$ cat src/shared/nfc_pkg.sv
/*
  Shared constants for the NOR flash host controller: command words, unlock
  addresses, register offsets, field positions and bus cycle timing.
  Assumes a 16-bit asynchronous NOR flash outside, with 19 word-address pins.
*/
package nfc_pkg;
  // ----------------------------------------------------------------
  // Flash geometry
  // ----------------------------------------------------------------
  localparam int ADDR_W = 19;
  localparam int DATA_W = 16;
  localparam int CMD_ADDR_W = 11;

  // ----------------------------------------------------------------
  // Command addresses and data
  // ----------------------------------------------------------------
  localparam logic [ADDR_W-1:0] UNLOCK1_ADDR = 19'h00555;
  localparam logic [ADDR_W-1:0] UNLOCK2_ADDR = 19'h002aa;
  localparam logic [ADDR_W-1:0] QUERY_ADDR = 19'h00055;
  localparam logic [ADDR_W-1:0] ID_MAKER_OFS = 19'h00000;
  localparam logic [ADDR_W-1:0] ID_DEVICE_OFS = 19'h00001;
  localparam logic [ADDR_W-1:0] ID_PROTECT_OFS = 19'h00002;
  localparam logic [DATA_W-1:0] UNLOCK1_DATA = 16'h00aa;
  localparam logic [DATA_W-1:0] UNLOCK2_DATA = 16'h0055;
  localparam logic [DATA_W-1:0] CMD_RESET = 16'h00f0;
  localparam logic [DATA_W-1:0] CMD_PROGRAM = 16'h00a0;
  localparam logic [DATA_W-1:0] CMD_IDENT = 16'h0090;
  localparam logic [DATA_W-1:0] CMD_ERASE_SETUP = 16'h0080;
  localparam logic [DATA_W-1:0] CMD_SECTOR_ERASE = 16'h0030;
  localparam logic [DATA_W-1:0] CMD_BLOCK_ERASE = 16'h0050;
  localparam logic [DATA_W-1:0] CMD_CHIP_ERASE = 16'h0010;
  localparam logic [DATA_W-1:0] CMD_SUSPEND = 16'h00b0;
  localparam logic [DATA_W-1:0] CMD_RESUME = 16'h0030;
  localparam logic [DATA_W-1:0] CMD_QUERY = 16'h0098;

  // ----------------------------------------------------------------
  // Status bits seen on the data pins while busy
  // ----------------------------------------------------------------
  localparam int INV_DATA_BIT = 7;
  localparam int TOGGLE_BIT = 6;
  localparam int TIMEOUT_BIT = 5;
  localparam int ERASE_TOGGLE_BIT = 2;

  // ----------------------------------------------------------------
  // Operation codes written to the command register
  // ----------------------------------------------------------------
  typedef enum logic [3:0] {
    NFC_OP_READ = 4'h0,
    NFC_OP_RESET = 4'h1,
    NFC_OP_PROGRAM = 4'h2,
    NFC_OP_IDENT = 4'h3,
    NFC_OP_SECTOR_ERASE = 4'h4,
    NFC_OP_BLOCK_ERASE = 4'h5,
    NFC_OP_CHIP_ERASE = 4'h6,
    NFC_OP_SUSPEND = 4'h7,
    NFC_OP_RESUME = 4'h8,
    NFC_OP_QUERY = 4'h9,
    NFC_OP_RAW_WRITE = 4'ha
  } nfc_op_t;

  // ----------------------------------------------------------------
  // Register offsets (byte addresses) and fields
  // ----------------------------------------------------------------
  localparam logic [7:0] REG_ADDR = 8'h00;
  localparam logic [7:0] REG_WDATA = 8'h04;
  localparam logic [7:0] REG_CMD = 8'h08;
  localparam logic [7:0] REG_STATUS = 8'h0c;
  localparam logic [7:0] REG_RDATA = 8'h10;
  localparam int CMD_OP_LSB = 0;
  localparam int CMD_POLL_BIT = 8;
  localparam int STAT_BUSY_BIT = 0;
  localparam int STAT_DONE_BIT = 1;
  localparam int STAT_FAIL_BIT = 2;
  localparam int STAT_PROT_BIT = 3;

  // ----------------------------------------------------------------
  // Bus cycle timing, in clock cycles at 50 MHz
  // ----------------------------------------------------------------
  localparam int CLK_PERIOD_NS = 20;
  localparam int T_ACCESS_NS = 70;
  localparam int T_WRPULSE_NS = 50;
  localparam int T_RECOVER_NS = 30;
  localparam int ACCESS_CYC = (T_ACCESS_NS + CLK_PERIOD_NS - 1) / CLK_PERIOD_NS + 2;
  localparam int WRPULSE_CYC = (T_WRPULSE_NS + CLK_PERIOD_NS - 1) / CLK_PERIOD_NS;
  localparam int RECOVER_CYC = (T_RECOVER_NS + CLK_PERIOD_NS - 1) / CLK_PERIOD_NS;
  localparam int CNT_W = 4;
endpackage

$ cat src/rtl/nfc_bus_cycle.sv
/*
  One flash bus cycle: a read or a write on the chip select, write and output
  strobes. Assumes the pins face an asynchronous flash and data in is raw.
*/
`timescale 1ns/1ps
module nfc_bus_cycle #(
  parameter int AW = nfc_pkg::ADDR_W,
  parameter int DW = nfc_pkg::DATA_W
) (
  input wire logic clk_i,
  input wire logic rst_i,
  input wire logic start_i,
  input wire logic write_i,
  input wire logic [AW-1:0] addr_i,
  input wire logic [DW-1:0] wdata_i,
  output logic done_o,
  output logic [DW-1:0] rdata_o,
  output logic cs_n_o,
  output logic we_n_o,
  output logic oe_n_o,
  output logic [AW-1:0] addr_o,
  output logic [DW-1:0] dq_o,
  output logic dq_oe_n_o,
  input wire logic [DW-1:0] dq_i
);
  // ----------------------------------------------------------------
  // Cycle sequencer
  // ----------------------------------------------------------------
  typedef enum logic [3:0] {
    NFC_BC_IDLE = 4'b0001,
    NFC_BC_SETUP = 4'b0010,
    NFC_BC_PULSE = 4'b0100,
    NFC_BC_HOLD = 4'b1000
  } nfc_bc_state_t;

  nfc_bc_state_t state_r;
  logic [nfc_pkg::CNT_W-1:0] cnt_r;
  logic write_r;
  logic [DW-1:0] dq_s1_r;
  logic [DW-1:0] dq_s2_r;

  // Two-flop synchroniser on the data pins
  always_ff @(posedge clk_i or posedge rst_i) begin
    if (rst_i) begin
      dq_s1_r <= '0;
      dq_s2_r <= '0;
    end else begin
      dq_s1_r <= dq_i;
      dq_s2_r <= dq_s1_r;
    end
  end

  // Strobes: write asserts chip select and write with output strobe high
  always_ff @(posedge clk_i or posedge rst_i) begin
    if (rst_i) begin
      state_r <= NFC_BC_IDLE;
      cnt_r <= '0;
      write_r <= 1'b0;
      cs_n_o <= 1'b1;
      we_n_o <= 1'b1;
      oe_n_o <= 1'b1;
      addr_o <= '0;
      dq_o <= '0;
      dq_oe_n_o <= 1'b1;
      done_o <= 1'b0;
      rdata_o <= '0;
    end else begin
      done_o <= 1'b0;
      unique case (state_r)
        NFC_BC_IDLE: begin
          if (start_i) begin
            write_r <= write_i;
            addr_o <= addr_i;
            dq_o <= wdata_i;
            dq_oe_n_o <= !write_i;
            oe_n_o <= 1'b1;
            state_r <= NFC_BC_SETUP;
          end
        end
        NFC_BC_SETUP: begin
          cs_n_o <= 1'b0;
          we_n_o <= !write_r;
          oe_n_o <= write_r;
          cnt_r <= write_r ? nfc_pkg::CNT_W'(nfc_pkg::WRPULSE_CYC)
                           : nfc_pkg::CNT_W'(nfc_pkg::ACCESS_CYC);
          state_r <= NFC_BC_PULSE;
        end
        NFC_BC_PULSE: begin
          if (cnt_r > 1) begin
            cnt_r <= cnt_r - 1'b1;
          end else begin
            rdata_o <= dq_s2_r;
            cs_n_o <= 1'b1;
            we_n_o <= 1'b1;
            oe_n_o <= 1'b1;
            cnt_r <= nfc_pkg::CNT_W'(nfc_pkg::RECOVER_CYC);
            state_r <= NFC_BC_HOLD;
          end
        end
        NFC_BC_HOLD: begin
          if (cnt_r > 1) begin
            cnt_r <= cnt_r - 1'b1;
          end else begin
            dq_oe_n_o <= 1'b1;
            done_o <= 1'b1;
            state_r <= NFC_BC_IDLE;
          end
        end
      endcase
    end
  end

  // ----------------------------------------------------------------
  // Checks
  // ----------------------------------------------------------------
  a_no_rw_overlap: assert property (@(posedge clk_i) disable iff (rst_i)
    !(!we_n_o && !oe_n_o)) else $error("Write and output strobes both low");
  a_write_drives: assert property (@(posedge clk_i) disable iff (rst_i)
    !we_n_o |-> !dq_oe_n_o && !cs_n_o) else $error("Write strobe without data drive");
endmodule

$ cat src/rtl/nfc_host_ctrl.sv
/*
  Host controller for a 16-bit NOR flash: software orders whole command
  sequences over APB, the controller issues the unlock cycles and polls.
  Assumes APB on clk_i and a flash on the pin group, one cycle at a time.
*/
`timescale 1ns/1ps
module nfc_host_ctrl #(
  parameter int AW = nfc_pkg::ADDR_W,
  parameter int DW = nfc_pkg::DATA_W
) (
  input wire logic clk_i,
  input wire logic rst_i,
  input wire logic psel_i,
  input wire logic penable_i,
  input wire logic pwrite_i,
  input wire logic [7:0] paddr_i,
  input wire logic [31:0] pwdata_i,
  output logic [31:0] prdata_o,
  output logic pready_o,
  output logic pslverr_o,
  output logic flash_cs_n_o,
  output logic flash_we_n_o,
  output logic flash_oe_n_o,
  output logic [AW-1:0] flash_addr_o,
  output logic [DW-1:0] flash_dq_o,
  output logic flash_dq_oe_n_o,
  input wire logic [DW-1:0] flash_dq_i
);
  // ----------------------------------------------------------------
  // Declarations
  // ----------------------------------------------------------------
  typedef enum logic [5:0] {
    NFC_ST_IDLE = 6'b000001,
    NFC_ST_SEND = 6'b000010,
    NFC_ST_WAIT = 6'b000100,
    NFC_ST_POLL = 6'b001000,
    NFC_ST_PWAIT = 6'b010000,
    NFC_ST_FIN = 6'b100000
  } nfc_state_t;

  nfc_state_t state_r;
  logic [AW-1:0] addr_r;
  logic [DW-1:0] wdata_r;
  logic [DW-1:0] rdata_r;
  nfc_pkg::nfc_op_t op_r;
  logic poll_r;
  logic busy_r;
  logic done_r;
  logic fail_r;
  logic [2:0] step_r;
  logic [2:0] nsteps_r;
  logic [DW-1:0] last_poll_r;
  logic poll_first_r;
  logic bc_start_r;
  logic bc_write_r;
  logic [AW-1:0] bc_addr_r;
  logic [DW-1:0] bc_wdata_r;
  logic bc_done;
  logic [DW-1:0] bc_rdata;
  logic apb_wr;
  logic apb_rd;
  logic cmd_hit;

  // Sequence length of each operation
  function automatic logic [2:0] nfc_len(input nfc_pkg::nfc_op_t op);
    unique case (op)
      nfc_pkg::NFC_OP_PROGRAM: nfc_len = 3'd4;
      nfc_pkg::NFC_OP_IDENT: nfc_len = 3'd3;
      nfc_pkg::NFC_OP_SECTOR_ERASE,
      nfc_pkg::NFC_OP_BLOCK_ERASE,
      nfc_pkg::NFC_OP_CHIP_ERASE: nfc_len = 3'd6;
      default: nfc_len = 3'd1;
    endcase
  endfunction

  // Address of one write cycle in a sequence
  function automatic logic [AW-1:0] nfc_seq_addr(input nfc_pkg::nfc_op_t op,
      input logic [2:0] step, input logic [AW-1:0] tgt);
    nfc_seq_addr = tgt;
    if (nfc_len(op) > 3'd1) begin
      unique case (step)
        3'd0, 3'd3: nfc_seq_addr = nfc_pkg::UNLOCK1_ADDR;
        3'd1, 3'd4: nfc_seq_addr = nfc_pkg::UNLOCK2_ADDR;
        3'd2: nfc_seq_addr = nfc_pkg::UNLOCK1_ADDR;
        default: nfc_seq_addr = (op == nfc_pkg::NFC_OP_CHIP_ERASE) ?
            nfc_pkg::UNLOCK1_ADDR : tgt;
      endcase
      if (step == 3'd3 && op == nfc_pkg::NFC_OP_PROGRAM) begin
        nfc_seq_addr = tgt;
      end
    end else if (op == nfc_pkg::NFC_OP_QUERY) begin
      nfc_seq_addr = nfc_pkg::QUERY_ADDR;
    end
  endfunction

  // Data of one write cycle in a sequence
  function automatic logic [DW-1:0] nfc_seq_data(input nfc_pkg::nfc_op_t op,
      input logic [2:0] step, input logic [DW-1:0] wd);
    nfc_seq_data = wd;
    unique case (op)
      nfc_pkg::NFC_OP_RESET: nfc_seq_data = nfc_pkg::CMD_RESET;
      nfc_pkg::NFC_OP_SUSPEND: nfc_seq_data = nfc_pkg::CMD_SUSPEND;
      nfc_pkg::NFC_OP_RESUME: nfc_seq_data = nfc_pkg::CMD_RESUME;
      nfc_pkg::NFC_OP_QUERY: nfc_seq_data = nfc_pkg::CMD_QUERY;
      default: nfc_seq_data = wd;
    endcase
    if (nfc_len(op) > 3'd1) begin
      unique case (step)
        3'd0, 3'd3: nfc_seq_data = nfc_pkg::UNLOCK1_DATA;
        3'd1, 3'd4: nfc_seq_data = nfc_pkg::UNLOCK2_DATA;
        3'd2: begin
          if (op == nfc_pkg::NFC_OP_PROGRAM) nfc_seq_data = nfc_pkg::CMD_PROGRAM;
          else if (op == nfc_pkg::NFC_OP_IDENT) nfc_seq_data = nfc_pkg::CMD_IDENT;
          else nfc_seq_data = nfc_pkg::CMD_ERASE_SETUP;
        end
        default: begin
          if (op == nfc_pkg::NFC_OP_SECTOR_ERASE) nfc_seq_data = nfc_pkg::CMD_SECTOR_ERASE;
          else if (op == nfc_pkg::NFC_OP_BLOCK_ERASE) nfc_seq_data = nfc_pkg::CMD_BLOCK_ERASE;
          else if (op == nfc_pkg::NFC_OP_CHIP_ERASE) nfc_seq_data = nfc_pkg::CMD_CHIP_ERASE;
          else nfc_seq_data = wd; // program word
        end
      endcase
      // Fourth program cycle carries the word itself, not a second unlock
      if (step == 3'd3 && op == nfc_pkg::NFC_OP_PROGRAM) begin
        nfc_seq_data = wd;
      end
    end
  endfunction

  // ----------------------------------------------------------------
  // APB slave: zero wait states, unmapped reads return zero
  // ----------------------------------------------------------------
  assign apb_wr = psel_i && penable_i && pwrite_i;
  assign apb_rd = psel_i && !pwrite_i;
  assign cmd_hit = apb_wr && (paddr_i == nfc_pkg::REG_CMD) && !busy_r;

  // Address and write data registers
  always_ff @(posedge clk_i or posedge rst_i) begin
    if (rst_i) begin
      addr_r <= '0;
      wdata_r <= '0;
    end else if (apb_wr && !busy_r) begin
      if (paddr_i == nfc_pkg::REG_ADDR) addr_r <= pwdata_i[AW-1:0];
      if (paddr_i == nfc_pkg::REG_WDATA) wdata_r <= pwdata_i[DW-1:0];
    end
  end

  // Read data mux, registered
  always_ff @(posedge clk_i or posedge rst_i) begin
    if (rst_i) begin
      prdata_o <= '0;
      pready_o <= 1'b0;
      pslverr_o <= 1'b0;
    end else begin
      pready_o <= psel_i && !penable_i;
      pslverr_o <= 1'b0;
      prdata_o <= '0;
      if (apb_rd) begin
        unique case (paddr_i)
          nfc_pkg::REG_ADDR: prdata_o <= 32'(addr_r);
          nfc_pkg::REG_WDATA: prdata_o <= 32'(wdata_r);
          nfc_pkg::REG_CMD: prdata_o <= {23'h000000, poll_r, 4'h0, op_r};
          nfc_pkg::REG_STATUS: prdata_o <= {28'h0000000, rdata_r[0], fail_r, done_r, busy_r};
          nfc_pkg::REG_RDATA: prdata_o <= 32'(rdata_r);
          default: prdata_o <= '0;
        endcase
      end
    end
  end

  // ----------------------------------------------------------------
  // Sequencer: one order becomes its cycles, then optional polling
  // ----------------------------------------------------------------
  always_ff @(posedge clk_i or posedge rst_i) begin
    if (rst_i) begin
      state_r <= NFC_ST_IDLE;
      op_r <= nfc_pkg::NFC_OP_READ;
      poll_r <= 1'b0;
      busy_r <= 1'b0;
      done_r <= 1'b0;
      fail_r <= 1'b0;
      step_r <= '0;
      nsteps_r <= '0;
      rdata_r <= '0;
      last_poll_r <= '0;
      poll_first_r <= 1'b0;
      bc_start_r <= 1'b0;
      bc_write_r <= 1'b0;
      bc_addr_r <= '0;
      bc_wdata_r <= '0;
    end else begin
      bc_start_r <= 1'b0;
      unique case (state_r)
        NFC_ST_IDLE: begin
          if (cmd_hit) begin
            op_r <= nfc_pkg::nfc_op_t'(pwdata_i[nfc_pkg::CMD_OP_LSB +: 4]);
            poll_r <= pwdata_i[nfc_pkg::CMD_POLL_BIT];
            nsteps_r <= nfc_len(nfc_pkg::nfc_op_t'(pwdata_i[nfc_pkg::CMD_OP_LSB +: 4]));
            step_r <= '0;
            busy_r <= 1'b1;
            done_r <= 1'b0; // Cleared here: a new order clears done
            fail_r <= 1'b0;
            state_r <= NFC_ST_SEND;
          end
        end
        NFC_ST_SEND: begin
          bc_start_r <= 1'b1;
          bc_write_r <= (op_r != nfc_pkg::NFC_OP_READ);
          bc_addr_r <= nfc_seq_addr(op_r, step_r, addr_r);
          bc_wdata_r <= nfc_seq_data(op_r, step_r, wdata_r);
          state_r <= NFC_ST_WAIT;
        end
        NFC_ST_WAIT: begin
          if (bc_done) begin
            if (op_r == nfc_pkg::NFC_OP_READ) rdata_r <= bc_rdata;
            if (step_r + 3'd1 < nsteps_r) begin
              step_r <= step_r + 3'd1; // exact order, no gaps
              state_r <= NFC_ST_SEND;
            end else if (poll_r) begin
              poll_first_r <= 1'b1;
              state_r <= NFC_ST_POLL;
            end else begin
              state_r <= NFC_ST_FIN;
            end
          end
        end
        NFC_ST_POLL: begin
          bc_start_r <= 1'b1;
          bc_write_r <= 1'b0;
          bc_addr_r <= addr_r;
          state_r <= NFC_ST_PWAIT;
        end
        NFC_ST_PWAIT: begin
          if (bc_done) begin
            last_poll_r <= bc_rdata;
            rdata_r <= bc_rdata;
            poll_first_r <= 1'b0;
            if (!poll_first_r &&
                bc_rdata[nfc_pkg::TOGGLE_BIT] == last_poll_r[nfc_pkg::TOGGLE_BIT]) begin
              state_r <= NFC_ST_FIN; // toggle stopped
            end else if (!poll_first_r && bc_rdata[nfc_pkg::TIMEOUT_BIT]) begin
              fail_r <= 1'b1; // software must send reset
              state_r <= NFC_ST_FIN;
            end else begin
              state_r <= NFC_ST_POLL; // no writes while busy
            end
          end
        end
        NFC_ST_FIN: begin
          busy_r <= 1'b0;
          done_r <= 1'b1;
          state_r <= NFC_ST_IDLE;
        end
        default: state_r <= NFC_ST_IDLE;
      endcase
    end
  end

  // ----------------------------------------------------------------
  // Pin driver
  // ----------------------------------------------------------------
  nfc_bus_cycle #(
    .AW(AW),
    .DW(DW)
  ) u_cycle (
    .clk_i(clk_i),
    .rst_i(rst_i),
    .start_i(bc_start_r),
    .write_i(bc_write_r),
    .addr_i(bc_addr_r),
    .wdata_i(bc_wdata_r),
    .done_o(bc_done),
    .rdata_o(bc_rdata),
    .cs_n_o(flash_cs_n_o),
    .we_n_o(flash_we_n_o),
    .oe_n_o(flash_oe_n_o),
    .addr_o(flash_addr_o),
    .dq_o(flash_dq_o),
    .dq_oe_n_o(flash_dq_oe_n_o),
    .dq_i(flash_dq_i)
  );

  // ----------------------------------------------------------------
  // Checks
  // ----------------------------------------------------------------
  a_first_unlock: assert property (@(posedge clk_i) disable iff (rst_i)
    bc_start_r && nsteps_r > 3'd1 && step_r == 3'd0 |->
    bc_write_r && bc_addr_r == nfc_pkg::UNLOCK1_ADDR && bc_wdata_r == nfc_pkg::UNLOCK1_DATA)
    else $error("First unlock cycle wrong");
  a_second_unlock: assert property (@(posedge clk_i) disable iff (rst_i)
    bc_start_r && nsteps_r > 3'd1 && step_r == 3'd1 |->
    bc_addr_r == nfc_pkg::UNLOCK2_ADDR && bc_wdata_r == nfc_pkg::UNLOCK2_DATA)
    else $error("Second unlock cycle wrong");
  a_reset_data: assert property (@(posedge clk_i) disable iff (rst_i)
    bc_start_r && bc_write_r && op_r == nfc_pkg::NFC_OP_RESET |->
    bc_wdata_r == nfc_pkg::CMD_RESET) else $error("Reset word wrong");
  a_program_cmd: assert property (@(posedge clk_i) disable iff (rst_i)
    bc_start_r && op_r == nfc_pkg::NFC_OP_PROGRAM && step_r == 3'd2 |->
    bc_wdata_r == nfc_pkg::CMD_PROGRAM) else $error("Program setup wrong");
  a_ident_cmd: assert property (@(posedge clk_i) disable iff (rst_i)
    bc_start_r && op_r == nfc_pkg::NFC_OP_IDENT && step_r == 3'd2 |->
    bc_wdata_r == nfc_pkg::CMD_IDENT) else $error("Ident command wrong");
  a_chip_last: assert property (@(posedge clk_i) disable iff (rst_i)
    bc_start_r && bc_write_r && op_r == nfc_pkg::NFC_OP_CHIP_ERASE && step_r == 3'd5 |->
    bc_addr_r == nfc_pkg::UNLOCK1_ADDR && bc_wdata_r == nfc_pkg::CMD_CHIP_ERASE)
    else $error("Chip erase command wrong");
  a_sector_last: assert property (@(posedge clk_i) disable iff (rst_i)
    bc_start_r && op_r == nfc_pkg::NFC_OP_SECTOR_ERASE && step_r == 3'd5 |->
    bc_addr_r == addr_r && bc_wdata_r == nfc_pkg::CMD_SECTOR_ERASE)
    else $error("Sector erase command wrong");
  a_poll_reads: assert property (@(posedge clk_i) disable iff (rst_i)
    state_r == NFC_ST_POLL |=> bc_start_r && !bc_write_r)
    else $error("Polling issued a write");
  a_done_idle: assert property (@(posedge clk_i) disable iff (rst_i)
    state_r == NFC_ST_FIN |=> !busy_r && done_r) else $error("Done not reported");

  c_program: cover property (@(posedge clk_i) disable iff (rst_i)
    bc_start_r && op_r == nfc_pkg::NFC_OP_PROGRAM && step_r == 3'd3);
  c_chip_erase: cover property (@(posedge clk_i) disable iff (rst_i)
    bc_start_r && op_r == nfc_pkg::NFC_OP_CHIP_ERASE && step_r == 3'd5);
  c_timeout: cover property (@(posedge clk_i) disable iff (rst_i) fail_r);
  c_read: cover property (@(posedge clk_i) disable iff (rst_i)
    state_r == NFC_ST_FIN && op_r == nfc_pkg::NFC_OP_READ);
endmodule

$ cat config.mk
export PLATFORM = sky130hd
export DESIGN_NAME = nfc_host_ctrl
export DESIGN_NICKNAME = d
export VERILOG_FILES = /design/src/shared/nfc_pkg.sv /design/src/rtl/nfc_bus_cycle.sv /design/src/rtl/nfc_host_ctrl.sv
export SDC_FILE = /design/constraint.sdc
export NUM_CORES = 1
export LEC_CHECK = 0
export BUFFER_PORTS_ARGS = -buffer_cell sky130_fd_sc_hd__buf_2
export CORE_ASPECT_RATIO = 1.75
export CORE_MARGIN = 2
export CORE_UTILIZATION = 50
export DETAILED_ROUTE_END_ITERATION = 16
export GPL_TIMING_DRIVEN = 0
export PLACE_DENSITY_LB_ADDON = 0.25
export SYNTH_ARGS = -nofsm -noshare
export SYNTH_HDL_FRONTEND = slang
export SYNTH_SLANG_ARGS = --single-unit
$ cat constraint.sdc
create_clock -name clk_i -period 10.4 [get_ports clk_i]
set_input_delay 0.52 -clock clk_i [delete_from_list [all_inputs] [get_ports clk_i]]
set_output_delay 0.52 -clock clk_i [all_outputs]
set_load 0.05 [all_outputs]
# Word-level counts from Yosys, hierarchy flattened
# Cells that the tools add are included.
dict set report totals {
  out_inout_bits 73
  ff_bits 246
}
dict set report op_classes {
  magnitude_cmp 3
  reduce_logical 52
  n_bitwise 1
  mux 68
  addsub 2
  eq_ne 46
}
# op n
set ops {}
lappend ops {{2-to-1 mux 16 bit} 8}
lappend ops {{2-to-1 mux 19 bit} 5}
lappend ops {{case mux 19 bit (5 select lines)} 1}
lappend ops {{case mux 19 bit (2 select lines)} 2}
lappend ops {{case mux 16 bit (4 select lines)} 1}
lappend ops {{2-to-1 mux 6 bit} 8}
lappend ops {{case mux 16 bit (3 select lines)} 1}
lappend ops {{equality test 4 x 3 -> 1 bit, second input constant} 8}
lappend ops {{case mux 16 bit (2 select lines)} 1}
lappend ops {{case mux 6 bit (5 select lines)} 1}
lappend ops {{equality test 4 x 2 -> 1 bit, second input constant} 5}
lappend ops {{2-to-1 mux 4 bit} 5}
lappend ops {{!= test 2 bit, second input constant} 10}
lappend ops {{case mux 3 bit (3 select lines)} 2}
lappend ops {{AND reduction 2 bit} 9}
lappend ops {{equality test 8 x 4 -> 1 bit, second input constant} 2}
lappend ops {{case mux 1 bit (2 select lines)} 8}
lappend ops {{case mux 4 bit (4 select lines)} 1}
lappend ops {{2-to-1 mux 1 bit} 15}
lappend ops {{2-to-1 mux 3 bit} 5}
lappend ops {{nonzero test 2 bit} 7}
lappend ops {{equality test 4 bit, second input constant} 3}
lappend ops {{case mux 4 bit (3 select lines)} 1}
lappend ops {{AND reduction 3 bit} 4}
lappend ops {{other kinds (34)} 59}

# Depth between registers and ports, before layout
# Gate-level depths: netlist of run 1.
dict set report depth {
  ltp_word 7
  mapped_depth 9
  mapped_depth_nobuf 9
}

# By module
# A second synthesis of run 1 with hierarchy kept.
dict set report hier_totals {
  cells_unflattened 795
  hier_area_um2 9823.2
}
# mod seq_area_each_um2 instances cells_per_inst area_per_inst_um2
set by_module_without_submodules {}
lappend by_module_without_submodules {nfc_host_ctrl 3254.4 1 571 6198.4}
lappend by_module_without_submodules {nfc_bus_cycle 2433.6 1 224 3624.7}

# Least setup slack after synthesis of run 1
# Ideal clock, no wire load.
dict set report synth_timing {
  kind {input port to flip-flop}
  from {in paddr_i[4]}
  to {reg op_r[0]}
  setup_ns 0.125
  path_stages 6
  slack_ns 8.285
  t_required_ns 10.275
  t_arrival_ns 1.990
  path_cell_list {buf_2 nor4_4 nand2_2 nor4_2 buf_4 mux2_2}
}
dict set report synth_via {
  elab_chain_len 4
}
# item line_no
set synth_rtl {}
lappend synth_rtl {{start, declared} nfc_host_ctrl.sv:16} ;# input wire logic [7:0] paddr_i,
lappend synth_rtl {{equality test 8 x 4 -> 1 bit} nfc_host_ctrl.sv:135} ;# assign cmd_hit = apb_wr && (paddr_i == nfc_pkg::REG_CMD) && !busy_r;
lappend synth_rtl {{logical AND 1 bit (2 in series)} nfc_host_ctrl.sv:135}
lappend synth_rtl {{AND reduction 2 bit (no source line)} n/a}
lappend synth_rtl {{end signal, assigned} nfc_host_ctrl.sv:177} ;# op_r <= nfc_pkg::NFC_OP_READ;
lappend synth_rtl {{end signal, assigned} nfc_host_ctrl.sv:196} ;# op_r <= nfc_pkg::nfc_op_t'(pwdata_i[nfc_pkg::CMD_OP_LSB +: 4]);
lappend synth_rtl {{end, declared} nfc_host_ctrl.sv:45} ;# nfc_pkg::nfc_op_t op_r;
# No other way between the ends.
# A chain may end at the register's enable or synchronous reset.

# Worst setup path after layout of run 1
dict set report layout_timing {
  from {reg step_r[0]}
  to {reg bc_addr_r[11]}
}
dict set report layout_via {
  elab_chain_len 6
  elab_cells_between_ends 12
  cone_classes {4 x eq/ne; 4 x mux; 4 x reduce/logical}
}
# item line_no
set layout_rtl {}
lappend layout_rtl {{start, declared} nfc_host_ctrl.sv:50} ;# logic [2:0] step_r;
lappend layout_rtl {{start signal, assigned} nfc_host_ctrl.sv:217} ;# step_r <= step_r + 3'd1;
lappend layout_rtl {{equality test 3 x 2 -> 1 bit (tied with other cells)} {nfc_host_ctrl.sv:81, nfc_host_ctrl.sv:88}}
lappend layout_rtl {{OR reduction 3 bit (no source line) or OR reduction 2 bit (tied branches)} n/a}
lappend layout_rtl {{case mux 19 bit (2 select lines)} nfc_host_ctrl.sv:81} ;# unique case (step)
lappend layout_rtl {{2-to-1 mux 19 bit *} nfc_host_ctrl.sv:88} ;# if (step == 3'd3 && op == nfc_pkg::NFC_OP_PROGRAM) begin
lappend layout_rtl {{2-to-1 mux 19 bit *} nfc_host_ctrl.sv:80} ;# if (nfc_len(op) > 3'd1) begin
lappend layout_rtl {{case mux 19 bit (2 select lines) *} nfc_host_ctrl.sv:193} ;# unique case (state_r)
lappend layout_rtl {{end signal, assigned} nfc_host_ctrl.sv:209} ;# bc_addr_r <= nfc_seq_addr(op_r, step_r, addr_r);
lappend layout_rtl {{end signal, assigned} nfc_host_ctrl.sv:230} ;# bc_addr_r <= addr_r;
lappend layout_rtl {{end, declared} nfc_host_ctrl.sv:56} ;# logic [AW-1:0] bc_addr_r;
# Mark *: on every way between the ends. The rest lies on a longest branch, timed or not.

==> metrics.md, run 1 <==
| Metric | Value |
|---|---|
| Outcome | `completed` |
| Synth Area in XOR/XNOR | `0.448%` |
| Core Rows | `67` |
| Met2 wire len | `11700 um` |
| Average routed wire per standard cell | `18.9 um` |
| Vias | `6460` |
| FMAX | `0.402 GHz` |
| Tot Pwr | `1.96 mW` |
| Number of antenna violations at the first check in global routing | `2` |
| CTS Buf Count | `21` |
| Relative slew slack | `46.8%` |
| Post-synthesis sequential area ratio | `58.2%` |
| Vias per cell | `5.52` |
| Max-Cap Viols | `0` |
| Number of flops mapped to enable cells by yosys | `0` |
| Top delay family on crit path | `compound AO/OA/AOI/OAI gates` |
| Met3 routed WL | `884 um` |
| Critical Path AT | `2.84 ns` |
| Skew-Pair Late Insertion Delay | `0.50 ns` |
| H-tree Lvls | `1` |
| Final WS setup | `7.91 ns` |
| Min Tclk post-route | `2.49 ns` |
| Synthesized instance count | `774` |
| Top cells by area, synth | `dfrtp_1 (57%), mux2_2 (9.3%), mux2_4 (4.3%)` |
| Avg Cell Area, Syn | `12.6 um2` |
| CTS root buf | `clkbuf_16` |
| Req. time, crit path | `10.75 ns` |
| Largest family of logic cells by synthesized area | `multiplexers` |
| IO Count | `134` |
| Distinct cells, synth | `73` |
| PD cells | `173 mW/mm2` |
| Vias in the first global route | `6578` |
| Mapped Area | `0.00978 mm2` |
| RSZ-0062 raised after global routing | `false` |
| Nets | `985` |
| Final non-filler cell area | `0.0114 mm2` |
| Buffers added on ports | `104` |
| Cell-by-cell trace of the critical path | `ha_1, ha_1, a211oi_4, o21ai_0, a21oi_1, a21oi_1` |
| Initial Utilization | `50.9%` |
| Max-slew violation count | `0` |
| Fraction of layout cells with a size suffix above 1 | `33.4%` |
| Count leader, synth | `dfrtp_1` |
| Post-cts gate resize count | `0` |
| Setup repair bufs after CTS | `0` |
| Worst slack, placed | `7.88 ns` |
| Final Util | `59.2%` |
| Seq cells post-synth | `227` |
| Gr ovfl total | `0` |
| Placer congestion estimate | `0.959` |
| Mux cell area share after synthesis | `15.6%` |
| Die area | `0.0207 mm2` |
| Post-Synth Simple-Gate Area | `9.56%` |
| Period utilization | `23.9%` |
| Clock Tree Buf Depth | `3` |
| First-pass GRT wire length | `35400 um` |
| Placement Cell Area | `0.0107 mm2` |
| Setup TNS | `0 ns` |
| CP max FO | `10` |
| Worst setup SP type | `flop` |
| Post-Route WL | `22200 um` |
| Clock transition at the registers of the reported paths | `0.07 ns` |
| Post-synthesis adder-cell area fraction | `1.15%` |
| Synth area leader | `dfrtp_1` |
| WL met1 | `8670 um` |
| Top Layer Used | `met4` |
| Post-DRT Antenna Nets | `0` |
| Fraction of registers with async set/reset | `100%` |
| Clock sinks | `227` |
| DP HPWL | `16700 um` |
| Clk_skew | `0.00884 ns` |
| Worst-Margin Slew | `0.797 ns` |
| Maximum VDD drop | `171 uV` |
| Reg2Reg Setup Slack | `7.91 ns` |
| Complex-gate fraction of the synthesized area | `10.8%` |
| DRC | `0` |
| Setup Viol. Count Final | `0` |
| Layout area overhead | `16.2%` |
| Cts hold-fix bufs | `0` |
| Largest net degree at the start of global routing | `130` |
| Static Leak | `5.78 nW` |
| Core footprint | `0.0192 mm2` |
| Worst Path Buf+Inv | `0` |
| Main synth FF type | `dfrtp_1` |
| Crit end category | `flop` |
| Die Ht | `189 um` |
| Final hold vios | `0` |
| Yosys warning total | `0` |
| Synth top cells by count | `dfrtp_1 (221), mux2_2 (81), nand2_1 (53), nor2_1 (52), mux2_4 (28)` |
| Die width | `110 um` |
| Crit path largest cell delay | `0.67 ns` |
| Type of the tightest min-delay check | `in -> reg` |
| TritonRoute pass-1 iters | `5` |
| CTS tree | `built` |
| GRT Resource Usage Total | `22.3%` |
| First DRT Iteration DRCs | `403` |
| CP Class | `reg -> reg` |
| Top-area cell type share of the netlist area | `56.5%` |
| Cell at the slowest stage of the critical path | `a21oi_1` |
[path summary, 6_finish.rpt]
check	start	endpoint	cells past startpoint
max	step_r[0]	bc_addr_r[11]	6
min	flash_dq_i[3]	u_cycle.dq_s1_r[3]	1
min reg2reg	u_cycle.dq_s1_r[0]	u_cycle.dq_s2_r[0]	0
max reg2reg	step_r[0]	bc_addr_r[11]	6
max in group asynchronous	rst_i	u_cycle.dq_o[4]	3
min in group asynchronous	rst_i	u_cycle.dq_s1_r[9]	2
[registers in the layout, summed over array words and instances, names as in the netlist, 3 cells and up]
name	count
u_cycle.dq_o	16
rdata_r	16
state_r	6
u_cycle.addr_o	19
prdata_o	19
nsteps_r	3
u_cycle.state_r	4
step_r	3
u_cycle.cnt_r	4
op_r	4
u_cycle.dq_s2_r	16
u_cycle.dq_s1_r	16
bc_addr_r	19
wdata_r	16
bc_wdata_r	16
u_cycle.rdata_o	16
addr_r	19
[cells by family (layout without fill, tap and decap cells)]
group	count (synthesis)	in the layout
AO/OA/AOI/OAI	148	148
XOR/XNOR	5	5
adder cells (fa/ha/maj)	9	9
buffers and inverters	78	219
flip-flops	227	227
multiplexers	127	127
other	1	16
AND/OR/NAND/NOR	179	179
[routing by layer]
layer	vias to the layer above	track usage, %
li1	3025	-
met1	3209	26.7
met2	172	39.8
met3	54	2.86
met4	0	8.91
met5	-	0
[through the flow]
step / instances / hold slack, ns
final: 1171 / 0.120
after global routing: 1171 / 0.0992
after CTS: 1169 / 0.101
after detailed placement: 1133 / 0.335
after global placement: 1132 / 0.332
after floorplan: 787 / 0.331
[cell usage in the layout (no fill, tap or decap), drive strengths merged, types with 3 or more instances in the layout]
| cell | n |
|---|---|
| xor2 | 3 |
| clkinv | 5 |
| buf | 143 |
| o31ai | 5 |
| mux2 | 116 |
| a211oi | 3 |
| inv | 28 |
| or3 | 12 |
| nand2 | 54 |
| nand3 | 4 |
| nand3b | 5 |
| o21ai | 29 |
| a21o | 6 |
| nor2b | 3 |
| nor4 | 5 |
| nor2 | 53 |
| nand2b | 8 |
| nor3b | 3 |
| a22o | 12 |
| a22oi | 18 |
| nor3 | 7 |
| nand4b | 3 |
| clkbuf | 42 |
| and3 | 6 |
| ha | 9 |
| and2 | 6 |
| o221a | 5 |
| dfstp | 6 |
| o211ai | 5 |
| conb | 14 |
| o21a | 6 |
| o311a | 4 |
| dfrtp | 221 |
| a21oi | 22 |
| mux2i | 11 |
| a31oi | 5 |
| o22ai | 7 |
[report_power, final]
part           switching, mW  internal (mW)  total [mW]  leakage (nW)
Clock                  0.320          0.432       0.752         0.337
Combinational          0.137         0.0953       0.232          2.48
Sequential            0.0348          0.945       0.980          2.97
[layout make-up]
cell class	instances	area, um2
clock buffer	29	606
buffer	51	317
timing repair buffer	105	548
clock inverter	7	67.6
fill	1618	7830
tap	241	302
antenna	2	5.00
sequential	227	5690
inverter	27	109
multi-input combinational	482	3720
Note: power is estimated with default switching activity, not from simulation.
==> run 2, diff against run 1 <==
==> constraint.sdc (replaced) <==
create_clock -name clk_i -period 2.3 [get_ports clk_i]
set_input_delay 0.115 -clock clk_i [delete_from_list [all_inputs] [get_ports clk_i]]
set_output_delay 0.115 -clock clk_i [all_outputs]
set_load 0.05 [all_outputs]
==> run 2 against run 1 <==
Sequential power grew to 4.5 times the previous value. Die area stayed put. Total power rose to 4.8 times the previous value. Sequential share of layout area fell by 2.7 points. Fmax is 11% higher. Via count up 3.8%. Register-to-register slack got worse by 7.8 ns. Clock skew increased by 0.0036 ns. Critical path depth is 2 higher. Flip-flop and latch count did not move. Final area grew 5.7%. Largest power group unchanged.
==> metrics.md, run 2 (synthesis gave the netlist of run 1 again) <==
| Metric | Value |
|---|---|
| Outcome | `completed` |
| Placer congestion estimate | `0.997 (+4.0%)` |
| Period utilization | `97.0% (+73 points)` |
| Fin cells | `1220 (+4.2%)` |
| Gr ovfl total | `0 (unchanged)` |
| Number of antenna violations at the first check in global routing | `3 (+1)` |
| Die width | `110 um (unchanged)` |
| Maximum VDD drop | `725 uV (+320%)` |
| Fraction of layout cells with a size suffix above 1 | `33.6% (+0.23 points)` |
| Worst path most repeated cell | `ha_1` |
| Crit path largest cell delay | `0.42 ns (-0.25 ns)` |
| Clk_skew | `0.0125 ns (+0.00362 ns)` |
| Die Ht | `189 um (unchanged)` |
| Post-DRT Antenna Nets | `0 (unchanged)` |
| Core Rows | `67 (unchanged)` |
| GRT Resource Usage Total | `23.2% (+0.90 points)` |
| Die area | `0.0207 mm2 (unchanged)` |
| Average routed wire per standard cell | `19.2 um (+1.3%)` |
| CTS root buf | `clkbuf_16` |
| Commonest non-fill, non-tap cells in the layout | `dfrtp_1 (220), buf_2 (117), mux2_2 (81), nand2_1 (53), nor2_1 (51)` |
| Clock Tree Buf Depth | `3 (unchanged)` |
| Worst Min Path Start | `paddr_i[6]` |
| Vias in the first global route | `6904 (+5.0%)` |
| Worst-Margin Slew | `0.833 ns (+0.0358 ns)` |
| Relative slew slack | `44.3% (-2.5 points)` |
| Clock transition at the registers of the reported paths | `0.06 ns (about the same)` |
| DRC | `0 (unchanged)` |
| Type of the tightest min-delay check | `in -> reg` |
| Initial Utilization | `50.9% (unchanged)` |
| CP Class | `reg -> reg` |
| Tot Pwr | `9.34 mW (+380%)` |
| Static Leak | `6.04 nW (+4.4%)` |
| Placed Cells | `1137 (+0.35%)` |
| Worst r2r src | `step_r[0]` |
| CP max FO | `4 (-6)` |
| Min Tclk post-route | `2.23 ns (-0.256 ns)` |
| Critical Path AT | `2.63 ns (-0.21 ns)` |
| R2R depth | `8 (+2)` |
| Skew-Pair Late Insertion Delay | `0.51 ns (about the same)` |
| CP Depth | `8 (+2)` |
| Vias per cell | `5.50 (-0.35%)` |
| Buffers added on ports | `104 (unchanged)` |
| Crit end category | `flop` |
| First-pass GRT wire length | `37000 um (+4.3%)` |
| DP HPWL | `17400 um (+3.9%)` |
| Hold slack | `0.0670 ns (-0.0531 ns)` |
| Vias | `6707 (+3.8%)` |
| TritonRoute pass-1 iters | `6 (+1)` |
| Final hold vios | `0 (unchanged)` |
| FMAX | `0.448 GHz (+11%)` |
| Setup Viol. Count Final | `0 (unchanged)` |
| First DRT Iteration DRCs | `368 (-8.7%)` |
| Worst setup SP type | `flop` |
| PD cells | `778 mW/mm2 (+350%)` |
| Fillers | `1499 (-7.4%)` |
| H-tree Lvls | `1 (unchanged)` |
| Max-Cap Viols | `0 (unchanged)` |
| CTS Buf Count | `21 (unchanged)` |
| CTS tree | `built` |
| Cell-by-cell trace of the critical path | `ha_1, ha_1, inv_1, ha_1, a21o_1, a31oi_4, nand2b_1, o311ai_2` |
| Clock sinks | `227 (unchanged)` |
| Largest net degree at the start of global routing | `44 (-66%)` |
| Layout area overhead | `22.8%` |
| Commonest non-fill, non-tap cell in the layout | `dfrtp_1` |
| Worst Path Buf+Inv | `1 (+1)` |
| CP startpoint | `step_r[0]` |
| Hold Crit Depth | `4 (+3)` |
| Post-Route WL | `23400 um (+5.5%)` |
| Nets | `1034 (+5.0%)` |
| Req. time, crit path | `2.70 ns (-8.05 ns)` |
| Cell at the slowest stage of the critical path | `dfrtp_1` |
| Core footprint | `0.0192 mm2 (unchanged)` |
| Max-slew violation count | `0 (unchanged)` |
| IO Count | `134 (unchanged)` |
| Top delay family on crit path | `adder cells` |
## run 2: cell count changes in the layout (fill, tap and decap cells not counted), moves of 3 or more
cell,previous run,this run
dlygate4sd3_1,0,38
buf_4,16,22
buf_12,0,5
bufinv_16,1,5
clkbuf_2,1,4
clkbuf_8,5,2
clkinvlp_4,0,3
## run 2: worst min-delay path, cell delays in order
cell and delay [ns]:
buf_2 0.12, nor3_1 0.08, a22oi_1 0.14, nor2_1 0.06
## run 2: layout make-up
cell class / instances / area (um2) / share of cell area, %
diodes: 1 / 2.50 / 0.0208
plain buffers: 51 / 325 / 2.71
clock buffers: 27 / 568 / 4.73
clock inverters: 10 / 184 / 1.53
inverters: 27 / 105 / 0.875
multi-input cells: 483 / 3790 / 31.5
flip-flops and latches: 227 / 5690 / 47.4
well taps: 241 / 302 / 2.51
repair buffers: 153 / 1050 / 8.71
## run 2: stage by stage
step	util, %	instance area, um2	setup TNS [ns]	setup WS (ns)
floorplan	-	9830	-171.56	-0.776
finish	62.6	12000	0	0.0693
detailed placement	56.0	10800	-1.75	-0.206
CTS	62.0	11900	0	0.0201
global placement	55.5	10700	-453.51	-2.05
global route	62.6	12000	-0.00748	-0.00439
## run 2: what timing repair did
item | CTS | global route
cloned | 0 | 1
hold buffers | 38 | 0
endpoints found under the hold margin | 91 | 0
pin swaps | 0 | 3
buffers inserted | 0 | 6
endpoints found under the setup margin | 19 | 46
resized for setup | 3 | 15
## run 2: power by group
| part | switching, mW | leakage, nW | internal [mW] | total (mW) |
|---|---|---|---|---|
| logic | 0.635 | 2.71 | 0.491 | 1.13 |
| clock network | 1.47 | 0.361 | 2.31 | 3.79 |
| registers | 0.159 | 2.97 | 4.27 | 4.43 |
## run 2: path summary, 6_finish.rpt
kind	slack [ns]	endpoint
min in group asynchronous	0.31	u_cycle.dq_o[2]
setup / recovery	0.07	step_r[2]
hold reg to reg	0.34	u_cycle.dq_s2_r[14]
max in group asynchronous	0.54	u_cycle.dq_o[12]
setup reg to reg	0.07	step_r[2]
hold / removal	0.07	prdata_o[10]
## run 2: per-layer routing
metal	track usage (%)	part of all wire, %	wire length (um)
met1	26.8	38	8780
met2	41.0	53	12400
met3	4.03	4.9	1150
met4	10.7	4.5	1050
met5	0	0.047	11
